--- config.mk ---
export PLATFORM = sky130hd
export DESIGN_NAME = sls_line_setup
export DESIGN_NICKNAME = d
export VERILOG_FILES = /design/src/verilog/sls_pkg.sv /design/src/verilog/sls_line_setup.sv
export SDC_FILE = /design/constraint.sdc
export NUM_CORES = 1
export LEC_CHECK = 0
export BUFFER_PORTS_ARGS = -buffer_cell sky130_fd_sc_hd__buf_2
export CAP_MARGIN = 30
export CORE_ASPECT_RATIO = 2
export CORE_UTILIZATION = 37
export DETAILED_ROUTE_END_ITERATION = 6
export SLEW_MARGIN = 10
export SYNTH_ARGS = -nofsm -noshare
export SYNTH_HDL_FRONTEND = slang
export SYNTH_SLANG_ARGS = --single-unit
--- constraint.sdc ---
create_clock -name clk_sys -period 4.3 [get_ports clk_sys]
set_input_delay 0.215 -clock clk_sys [delete_from_list [all_inputs] [get_ports clk_sys]]
set_output_delay 0.215 -clock clk_sys [all_outputs]
set_load 0.005 [all_outputs]
--- src/verilog/sls_pkg.sv ---
// Purpose: Shared constants and carrier types for the slope line setup unit.
// Assumes: One core clock; register words are 32 bits wide.
// Notes:   Register indices select one 32-bit register each.
package sls_pkg;
   localparam int          REG_IDX_W       = 5;
   // -----------------------------------------------------------------
   // Register indices
   // -----------------------------------------------------------------
   localparam logic [4:0]  IDX_SLOPE_DRAW  = 5'h00;  // 5'h00..5'h07, one per octant.
   localparam logic [4:0]  IDX_SLOPE_SETUP = 5'h08;  // 5'h08..5'h0f, one per octant.
   localparam logic [4:0]  IDX_ADDRESS     = 5'h10;
   localparam logic [4:0]  IDX_PATTERN     = 5'h11;
   localparam logic [4:0]  IDX_RASTER_OP   = 5'h12;
   localparam logic [4:0]  IDX_PLANE_MASK  = 5'h13;
   localparam logic [4:0]  IDX_FOREGROUND  = 5'h14;
   localparam logic [4:0]  IDX_BACKGROUND  = 5'h15;
   localparam logic [4:0]  IDX_BMP_WIDTH   = 5'h16;
   localparam logic [4:0]  IDX_MODE        = 5'h17;
   localparam logic [4:0]  IDX_DEPTH       = 5'h18;
   localparam logic [4:0]  IDX_BRES_ONE    = 5'h19;
   localparam logic [4:0]  IDX_BRES_TWO    = 5'h1a;
   localparam logic [4:0]  IDX_BRES_THREE  = 5'h1b;
   localparam logic [4:0]  IDX_STATUS      = 5'h1c;
   // -----------------------------------------------------------------
   // Field positions and values
   // -----------------------------------------------------------------
   localparam int          MODE_CAP_ENDS   = 15;
   localparam int          MODE_GFX_ENV    = 16;
   localparam int          DEPTH_WIDE      = 0;
   localparam logic [15:0] STEP_WIDE       = 16'h0004;
   localparam logic [15:0] STEP_NARROW     = 16'h0001;
   localparam logic [4:0]  SEG_PIXELS      = 5'h10;
   localparam logic [31:0] RESET_WORD      = 32'h0000_0000;

   typedef enum logic [1:0] {
      SLS_IDLE = 2'b01,
      SLS_DRAW = 2'b10
   } sls_state_t;

   typedef struct packed {
      logic        wr;
      logic        rd;
      logic [4:0]  idx;
      logic [31:0] wdata;
   } sls_reg_req_t;

   typedef struct packed {
      logic        we;
      logic [31:0] addr;
      logic [31:0] data;
      logic [31:0] plane_mask;
      logic [3:0]  rop;
      logic [3:0]  dst_fmt;
   } sls_pix_t;

   typedef struct packed {
      logic [15:0] addr_inc1;
      logic [15:0] err_inc1;
      logic [15:0] addr_inc2;
      logic [15:0] err_inc2;
      logic [15:0] init_err;
      logic [3:0]  length;
   } sls_terms_t;
endpackage : sls_pkg

--- src/verilog/sls_line_setup.sv ---
// Purpose: Slope register line setup and opaque segment drawing of up to 15 pixels.
// Assumes: Register requests and pixel writes are synchronous to clk_sys.
// Notes:   A slope write while a segment is drawing is ignored.
`timescale 1ns/100ps

// Behaviour
// - Slope draw write starts segment draw.
// - Rise in upper half, run lower half.
// - Address and pattern come from registers.
// - Pixel byte step four wide, else one.
// - Larger delta is major; flag nonzero deltas.
// - Address step magnitudes follow dominant axis.
// - Bias bit depends on graphics environment.
// - Length is major plus cap ends mod 16.
// - Error increments are minor, major minus minor.
// - Initial error from doubled minor, shifted.
// - First address increment negated when major zero.
// - Second increment adds signed minor step.
// - Computed terms stored in readable registers.
// - Draw runs standard stepping after setup.
// - Setup-only slope write computes, draws nothing.
// - Source settings ignored; destination from registers.
// - Mask bit picks foreground or background.
// - Negative error steps major, else diagonal.
// - Decrement length each pixel until zero.
// - Segment end leaves next address, length 16.
module sls_line_setup
   import sls_pkg::*;
(
   input  wire logic         clk_sys,    // Core clock, 20 MHz.
   input  wire logic         rst_n,      // Asynchronous reset, active low.
   input  wire logic         ce,         // Clock enable; state holds while low.
   input  wire sls_reg_req_t reg_req,    // Register write or read request.
   output      logic [31:0]  reg_rdata,  // Read data, one cycle after the read.
   output      logic         busy,       // Segment draw in progress.
   output      sls_pix_t     pix         // Pixel write to the frame buffer.
);

   // ----------------------------------------------------------------
   // State
   // ----------------------------------------------------------------
   typedef struct packed {
      sls_state_t  st;
      logic [31:0] address;
      logic [31:0] pattern;
      logic [11:0] rop;
      logic [31:0] plane_mask;
      logic [31:0] fg;
      logic [31:0] bg;
      logic [15:0] bmp_width;
      logic [31:0] mode;
      logic        wide;
      sls_terms_t  terms;
      logic [2:0]  octant;
      logic [31:0] w_addr;
      logic [15:0] w_err;
      logic [4:0]  w_len;
      logic [15:0] w_mask;
      logic [31:0] d_fg;
      logic [31:0] d_bg;
      logic [31:0] d_pmask;
      logic [11:0] d_rop;
      logic [31:0] rdata;
      sls_pix_t    pix;
   } sls_regs_t;

   sls_regs_t r_q;
   sls_regs_t r_d;

   // ----------------------------------------------------------------
   // Helpers
   // ----------------------------------------------------------------

   function automatic logic [15:0] sls_neg(input logic [15:0] v);
      sls_neg = ~v + 16'h0001;
   endfunction : sls_neg

   function automatic logic [15:0] sls_signed_mag(input logic pos, input logic [15:0] v);
      sls_signed_mag = pos ? v : sls_neg(v);
   endfunction : sls_signed_mag

   function automatic logic [31:0] sls_sext(input logic [15:0] v);
      sls_sext = {{16{v[15]}}, v};
   endfunction : sls_sext

   function automatic logic [15:0] sls_hi(input logic [31:0] w);
      sls_hi = w[31:16];
   endfunction : sls_hi

   function automatic logic [15:0] sls_lo(input logic [31:0] w);
      sls_lo = w[15:0];
   endfunction : sls_lo

   function automatic logic [31:0] sls_pack(input logic [15:0] hi, input logic [15:0] lo);
      sls_pack = {hi, lo};
   endfunction : sls_pack

   // Indices 5'h00..5'h0f are the slope registers; bit 3 set marks a setup-only one.
   function automatic logic sls_is_slope(input logic [4:0] idx);
      sls_is_slope = (idx[4] == 1'h0);
   endfunction : sls_is_slope

   function automatic logic sls_is_draw(input logic [4:0] idx);
      sls_is_draw = sls_is_slope(idx) && (idx[3] == 1'h0);
   endfunction : sls_is_draw

   function automatic logic [31:0] sls_colour(input logic bit_on, input logic [31:0] fg,
                                              input logic [31:0] bg);
      sls_colour = bit_on ? fg : bg;
   endfunction : sls_colour

   // Status word: working length in [31:27], last octant in [18:16], busy in [0].
   function automatic logic [31:0] sls_status(input logic [4:0] len, input logic [2:0] oct,
                                              input logic drawing);
      sls_status = {len, 8'h00, oct, 15'h0000, drawing};
   endfunction : sls_status

   // ----------------------------------------------------------------
   // Setup arithmetic
   // ----------------------------------------------------------------
   sls_terms_t  calc;
   logic [15:0] rise;
   logic [15:0] run;
   logic [15:0] dmajor;
   logic [15:0] dminor;
   logic [15:0] amajor;
   logic [15:0] aminor;
   logic [15:0] pix_step;
   logic [15:0] err_sum;
   logic        run_dom;
   logic        run_nz;
   logic        rise_nz;
   logic        major_nz;
   logic        minor_nz;
   logic        bias;

   always_comb begin
      rise     = sls_hi(reg_req.wdata);
      run      = sls_lo(reg_req.wdata);
      pix_step = r_q.wide ? STEP_WIDE : STEP_NARROW;
      run_dom  = run >= rise;
      run_nz   = run != 16'h0000;
      rise_nz  = rise != 16'h0000;
      dmajor   = run_dom ? run : rise;
      dminor   = run_dom ? rise : run;
      major_nz = run_dom ? run_nz : rise_nz;
      minor_nz = run_dom ? rise_nz : run_nz;
      amajor   = run_dom ? pix_step : r_q.bmp_width;
      aminor   = run_dom ? r_q.bmp_width : pix_step;
      if (r_q.mode[MODE_GFX_ENV]) begin
         bias = run_dom ? rise_nz : !run_nz;
      end else begin
         bias = major_nz;
      end
      // Sums wrap at 16 bits, the length sum at 4 bits, so every term fits its register field.
      calc.length    = dmajor[3:0] + {3'b000, r_q.mode[MODE_CAP_ENDS]};
      calc.err_inc1  = dminor;
      calc.err_inc2  = dmajor + sls_neg(dminor);
      err_sum        = {dminor[14:0], 1'b0} + ~dmajor + {15'h0000, bias};
      calc.init_err  = {err_sum[15], err_sum[15:1]};
      calc.addr_inc1 = sls_signed_mag(major_nz, amajor);
      calc.addr_inc2 = sls_signed_mag(minor_nz, aminor) + calc.addr_inc1;
   end

   // ----------------------------------------------------------------
   // Next state
   // ----------------------------------------------------------------
   logic        slope_wr;
   logic        draw_wr;
   logic        err_neg;
   logic [31:0] step;
   logic [15:0] err_next;

   always_comb begin
      r_d        = r_q;
      r_d.pix.we = 1'h0;
      slope_wr   = reg_req.wr && sls_is_slope(reg_req.idx);
      draw_wr    = reg_req.wr && sls_is_draw(reg_req.idx);
      err_neg    = r_q.w_err[15];
      if (err_neg) begin
         step     = sls_sext(r_q.terms.addr_inc1);
         err_next = r_q.w_err + r_q.terms.err_inc1;
      end else begin
         step     = sls_sext(r_q.terms.addr_inc2);
         err_next = r_q.w_err - r_q.terms.err_inc2;
      end

      // ----------------------------------------------------------------
      // Register writes
      // ----------------------------------------------------------------
      if (reg_req.wr && !slope_wr) begin
         unique case (reg_req.idx)
            IDX_ADDRESS:    r_d.address    = reg_req.wdata;
            IDX_PATTERN:    r_d.pattern    = reg_req.wdata;
            IDX_RASTER_OP:  r_d.rop        = reg_req.wdata[11:0];
            IDX_PLANE_MASK: r_d.plane_mask = reg_req.wdata;
            IDX_FOREGROUND: r_d.fg         = reg_req.wdata;
            IDX_BACKGROUND: r_d.bg         = reg_req.wdata;
            IDX_BMP_WIDTH:  r_d.bmp_width  = reg_req.wdata[15:0];
            IDX_MODE:       r_d.mode       = reg_req.wdata;
            IDX_DEPTH:      r_d.wide       = reg_req.wdata[DEPTH_WIDE];
            IDX_BRES_ONE: begin
               r_d.terms.addr_inc1 = sls_hi(reg_req.wdata);
               r_d.terms.err_inc1  = sls_lo(reg_req.wdata);
            end
            IDX_BRES_TWO: begin
               r_d.terms.addr_inc2 = sls_hi(reg_req.wdata);
               r_d.terms.err_inc2  = sls_lo(reg_req.wdata);
            end
            IDX_BRES_THREE: begin
               r_d.terms.init_err = sls_hi(reg_req.wdata);
               r_d.terms.length   = reg_req.wdata[3:0];
            end
            default: ;
         endcase
      end

      // ----------------------------------------------------------------
      // Segment state machine
      // ----------------------------------------------------------------
      unique case (r_q.st)
         SLS_IDLE: begin
            // Drawing samples its parameters once, so a slope write mid-draw is dropped.
            if (slope_wr) begin
               r_d.terms  = calc;
               r_d.octant = reg_req.idx[2:0];
            end
            if (draw_wr) begin
               r_d.st      = SLS_DRAW;
               r_d.w_addr  = r_q.address;
               r_d.w_mask  = r_q.pattern[15:0];
               r_d.w_err   = calc.init_err;
               // Length and error reload on every draw write; segments are never extended.
               r_d.w_len   = {1'h0, calc.length};
               r_d.d_fg    = r_q.fg;
               r_d.d_bg    = r_q.bg;
               r_d.d_pmask = r_q.plane_mask;
               r_d.d_rop   = r_q.rop;
            end
         end
         SLS_DRAW: begin
            if (r_q.w_len == 5'h00) begin
               r_d.st    = SLS_IDLE;
               r_d.w_len = SEG_PIXELS;
            end else begin
               r_d.pix.we         = 1'b1;
               r_d.pix.addr       = r_q.w_addr;
               r_d.pix.data       = sls_colour(r_q.w_mask[0], r_q.d_fg, r_q.d_bg);
               r_d.pix.plane_mask = r_q.d_pmask;
               r_d.pix.rop        = r_q.d_rop[3:0];
               r_d.pix.dst_fmt    = r_q.d_rop[11:8];
               r_d.w_mask         = {1'b0, r_q.w_mask[15:1]};
               r_d.w_addr         = r_q.w_addr + step;
               r_d.w_err          = err_next;
               r_d.w_len          = r_q.w_len - 5'h01;
            end
         end
      endcase

      // ----------------------------------------------------------------
      // Register reads
      // ----------------------------------------------------------------
      r_d.rdata = RESET_WORD;
      if (reg_req.rd) begin
         unique case (reg_req.idx)
            IDX_ADDRESS:    r_d.rdata = r_q.address;
            IDX_PATTERN:    r_d.rdata = r_q.pattern;
            IDX_RASTER_OP:  r_d.rdata = {20'h00000, r_q.rop};
            IDX_PLANE_MASK: r_d.rdata = r_q.plane_mask;
            IDX_FOREGROUND: r_d.rdata = r_q.fg;
            IDX_BACKGROUND: r_d.rdata = r_q.bg;
            IDX_BMP_WIDTH:  r_d.rdata = {16'h0000, r_q.bmp_width};
            IDX_MODE:       r_d.rdata = r_q.mode;
            IDX_DEPTH:      r_d.rdata = {31'h00000000, r_q.wide};
            IDX_BRES_ONE:   r_d.rdata = sls_pack(r_q.terms.addr_inc1,
                                                 r_q.terms.err_inc1);
            IDX_BRES_TWO:   r_d.rdata = sls_pack(r_q.terms.addr_inc2,
                                                 r_q.terms.err_inc2);
            IDX_BRES_THREE: r_d.rdata = sls_pack(r_q.terms.init_err,
                                                 {12'h000, r_q.terms.length});
            IDX_STATUS:     r_d.rdata = sls_status(r_q.w_len, r_q.octant, r_q.st == SLS_DRAW);
            default:        r_d.rdata = RESET_WORD;
         endcase
      end
   end

   // ----------------------------------------------------------------
   // Registers
   // ----------------------------------------------------------------
   always_ff @(posedge clk_sys or negedge rst_n) begin
      if (!rst_n) begin
         r_q       <= '0;
         r_q.st    <= SLS_IDLE;
         r_q.w_len <= SEG_PIXELS;
      end else if (ce) begin
         // Gating the whole copy keeps pix.we and every working term frozen together.
         r_q <= r_d;
      end
   end

   assign reg_rdata = r_q.rdata;
   // The one-hot draw bit is a flop of its own, so busy needs no decode.
   assign busy      = r_q.st[1];
   assign pix       = r_q.pix;

endmodule : sls_line_setup

==> results.txt <==
----------------------------------------------------
[Synthesis]
  Primary FF master, synth ... sky130_fd_sc_hd__dfrtp_1
  Cell type contributing the most total cell area after synthesis ... sky130_fd_sc_hd__dfrtp_1
  Number of distinct library cell variants in the gate-level netlist after synthesis ... 97
  Post-synth top area share ... 0.4584
  Register bit total from synthesis ... 620
  Synth Warn # ... 0
  Number of enable-type register cells in the synthesized netlist ... 0
  Number of instances in the synthesized netlist ... about 3200
  FFs w/ async S/R, synth ... 1.000
  Post-synthesis net count ... around 3400
  Avg Cell Area, Syn ... 10.52 µm²
  Register area share after synthesis ... 0.4599
  Synth area leaders ... sky130_fd_sc_hd__dfrtp_1, sky130_fd_sc_hd__mux2_2, sky130_fd_sc_hd__ha_1
  Synthesized area ... between 30000 and 40000 µm²

[Power]
  Clock Power Share ... 0.241
  Net switching power ... 8.205 mW
  Largest vdd supply drop ... 347.7 µV
  Part of the total power dissipated in sequential elements ... 0.387
  Cell Pwr Density ... between 500 and 600 nW/µm²
  Net switching share of the total power ... 0.3798
  Leakage Power ... about 18 nW
  Logic gate share of total power ... 0.372
  Cell internal pwr ... around 13 mW

[STA]
  Max-slew headroom ... 0.3416
  Clock period minus final worst setup slack ... between 4000 and 5000 ps
  Achievable frequency ... 244.2 MHz
  Final cycle utilization of the critical path ... 0.9523
  Number of pins exceeding their max-slew limit in the final report ... 0
  RSZ-0062 raised after global routing ... no
  Clock Skew ... between 20 and 30 ps
  Number of hold violations in the final report ... 0
  Worst Hold Slack ... 35.34 ps
  Slew @ Worst Pin ... ~990 ps
  Smallest setup slack after layout ... approximately 210 ps
  Final setup fails ... 0

[Floorplan]
  Cell row count ... roughly 160
  Area of the core ... about 90000 µm²
  I/O pin cnt ... 180
  Vertical die dimension ... around 430 µm
  Die extent in x ... 215.5 µm
  Die area ... 92470 µm²
  Starting density of the core ... 0.3733

[Worst setup path]
  CP Data Required Time ... ~4800 ps
  Cell with the largest stage delay on the worst path ... sky130_fd_sc_hd__a211o_4
  Crit start category ... input port
  Worst reg2reg endpoint ... r_q[308]
  Critical path endpoint category ... flop
  Type of the worst setup path ... in -> reg
  Worst Reg-to-Reg Cells ... 15
  Flop2flop setup slack ... 220 ps
  Critical path arrival ... 4620 ps
  Maximum fanout encountered on the critical timing path ... 7
  Crit path largest cell delay ... ~360 ps
  Startpoint of the lowest-slack register-to-register path ... err_neg

[Place]
  Placed wire-length estimate ... about 98000 µm
  Routability-driven placement congestion ratio ... between 1 and 1.5
  IO Port Bufs ... between 150 and 200
  Setup Slack @ Placement ... -531.6 ps
  Placed standard-cell area ... 36650 µm²

[Clock tree]
  CTS Root Cell ... sky130_fd_sc_hd__clkbuf_16
  Clock-pin slew on the worst setup and hold paths ... 90 ps
  Maximum root-to-sink buffer count ... 3
  H-tree levels ... 2
  Number of CTS-inserted buffers ... between 50 and 60
  Clock network latency to the later pin of the worst-skew pair ... roughly 640 ps
  TritonCTS clock tree ... built
  Sinks on Clock Net ... between 600 and 700

[Drt]
  Drt pass-1 iters ... 7
  Via total after detailed routing ... approximately 27000
  Wire length per cell ... 28.41 µm
  Detailed Route Iter0 Violations ... approximately 2500
  Final wirelength ... roughly 130000 µm
  Vias per cell ... just under 6
  DRC violations left ... 3
  ANT nets after route ... 0

[Final layout]
  Total Nets Final ... about 3500
  Area of all placed cells without fillers ... about 39000 µm²
  Area added between synthesis and finish ... 14.27%
  Share of layout cells above drive strength 1 ... 0.3001

[Worst hold path]
  Worst hold endpoint ... r_q[618]
  Worst min-delay path class ... in -> reg
  Count of cells along the worst hold path ... 4
  Min-delay src ... reg_req[28]

[GRT]
  Vias in the first global route ... 27360
  Largest net degree at the start of global routing ... between 100 and 150
  Antenna violations before repair ... 4
  Global-route wire length before repair ... 190000 µm
  GRT Util Overall ... 0.2805
  Global-route congestion overflow total ... 0

[Outcome]
  Violations in the final reports ... DRC
  Status ... finished with violations

[Run]
  Maxcap violations ... 0

----------------------------------------------------
how the worst max path moves through the flow:
stage | slack (ps) | to | cells after the start | startpoint
floorplan | -760 | r_q[368] | 30 | reg_req[29]
global placement | -400 | r_q[368] | 23 | reg_req[23]
detailed placement | -530 | r_q[368] | 23 | reg_req[23]
CTS | 9 | r_q[308] | 15 | err_neg
global route | 20 | r_q[308] | 15 | err_neg
finish | 210 | r_q[368] | 25 | reg_req[18]
final cells by class:
type                    instances  area (µm²)
clock inverters                24       341.6
flip-flops and latches        620       15520
fillers                      8701       51820
repair buffers                459        3137
clock buffers                  70        1470
multi-input cells            2174       16380
diodes                          3       7.507
well taps                    1185        1483
inverters                      55       212.7
cell usage after synthesis, types with 5 or more instances:
cell                        instances
sky130_fd_sc_hd__a21o_1            49
sky130_fd_sc_hd__o31ai_1            9
sky130_fd_sc_hd__a221oi_1          91
sky130_fd_sc_hd__buf_2             12
sky130_fd_sc_hd__nand2_1          216
sky130_fd_sc_hd__o211ai_1          11
sky130_fd_sc_hd__o21ai_1            5
sky130_fd_sc_hd__and3_1            21
sky130_fd_sc_hd__clkbuf_1         186
sky130_fd_sc_hd__o21ai_0          176
sky130_fd_sc_hd__buf_1             17
sky130_fd_sc_hd__mux2i_1           57
sky130_fd_sc_hd__a21oi_1          173
sky130_fd_sc_hd__o21bai_1          10
sky130_fd_sc_hd__nor2b_1           18
sky130_fd_sc_hd__and2_1             5
sky130_fd_sc_hd__a211oi_1          12
sky130_fd_sc_hd__xor2_1            46
sky130_fd_sc_hd__or2_2              6
sky130_fd_sc_hd__nand2b_1          15
sky130_fd_sc_hd__a21boi_0          10
sky130_fd_sc_hd__nor2_1           239
sky130_fd_sc_hd__o2bb2ai_1         14
sky130_fd_sc_hd__inv_1             53
sky130_fd_sc_hd__o21a_1            17
sky130_fd_sc_hd__dfrtp_1          618
sky130_fd_sc_hd__nor3_1            44
sky130_fd_sc_hd__nand3_1           42
sky130_fd_sc_hd__a22o_1            40
sky130_fd_sc_hd__buf_4            140
sky130_fd_sc_hd__a22oi_1           62
sky130_fd_sc_hd__a222oi_1          15
sky130_fd_sc_hd__nor4_1            13
sky130_fd_sc_hd__ha_1              97
sky130_fd_sc_hd__or3_1             10
sky130_fd_sc_hd__nand4_1           11
sky130_fd_sc_hd__mux2_2           383
sky130_fd_sc_hd__o22ai_1           67
sky130_fd_sc_hd__a31oi_1           28
sky130_fd_sc_hd__a32oi_1            6
sky130_fd_sc_hd__xnor2_1           61
timing repair:
action / CTS / global route
hold endpoints to repair: 69 / 0
hold buffers: 4 / 0
setup endpoints to repair: 0 / 15
resized for setup: 0 / 11
buffers inserted: 0 / 1
sequential cells by signal, indices dropped and copies added, names as in the netlist:
| register | count |
|---|---|
| err_neg | 1 |
| r_q | 481 |
| reg_rdata | 32 |
| pix | 105 |
| busy | 1 |
through the flow:
stage                     power [mW]  std cells  setup TNS [ps]    util
after floorplan                13.42       3208           -6692       -
final                          21.60       4590               0  0.4266
after global placement         16.22       4486           -6279  0.4051
after global routing           22.70       4588               0  0.4266
after detailed placement       16.32       4488           -8771  0.4056
after CTS                      21.55       4586               0  0.4261
power groups by stage:
| stage | combinational (mW) | clock (mW) | sequential [mW] |
|---|---|---|---|
| finish | 8.04 | 5.20 | 8.36 |
| global route | 8.80 | 5.46 | 8.45 |
| CTS | 7.95 | 5.28 | 8.32 |
| detailed placement | 7.89 | 0 | 8.43 |
| global placement | 7.82 | 0 | 8.40 |
| floorplan | 5.74 | 0 | 7.69 |
cells by family after synthesis:
family	count (synthesis)	synth area share
muxes	442	0.1456
DFF	620	0.4599
AOI/OAI and AO/OA	851	0.1722
buffers and inverters	414	0.06297
xor gates and xnor gates	112	0.03074
and+or+nand+nor	668	0.09023
adders and majority gates	101	0.03834
cells in the final DEF, fill, tap and decap left out, drive strengths merged, types with 70 or more instances in the layout:
| cell | n |
|---|---|
| a221oi | 94 |
| a21oi | 176 |
| buf | 455 |
| nor2 | 239 |
| mux2 | 384 |
| clkbuf | 70 |
| dfrtp | 618 |
| nand2 | 216 |
| o21ai | 182 |
| ha | 97 |
metal layers:
layer,vias up,part of all wire,GRT usage,wire [µm]
li1,11880,-,-,-
met1,13660,0.36,0.3159,47180
met2,1139,0.48,0.4716,63100
met3,419,0.056,0.03549,7323
met4,2,0.098,0.2342,12820
met5,-,0.000092,0,12
worst max-delay path: cells and delay by family:
kind	cells	cell delay [ps]
muxes	1	200
AOI/OAI and AO/OA	12	2530
adders and majority gates	3	800
buffers and inverters	4	400
and+or+nand+nor	5	460
Power figures use the tool's default switching activity.
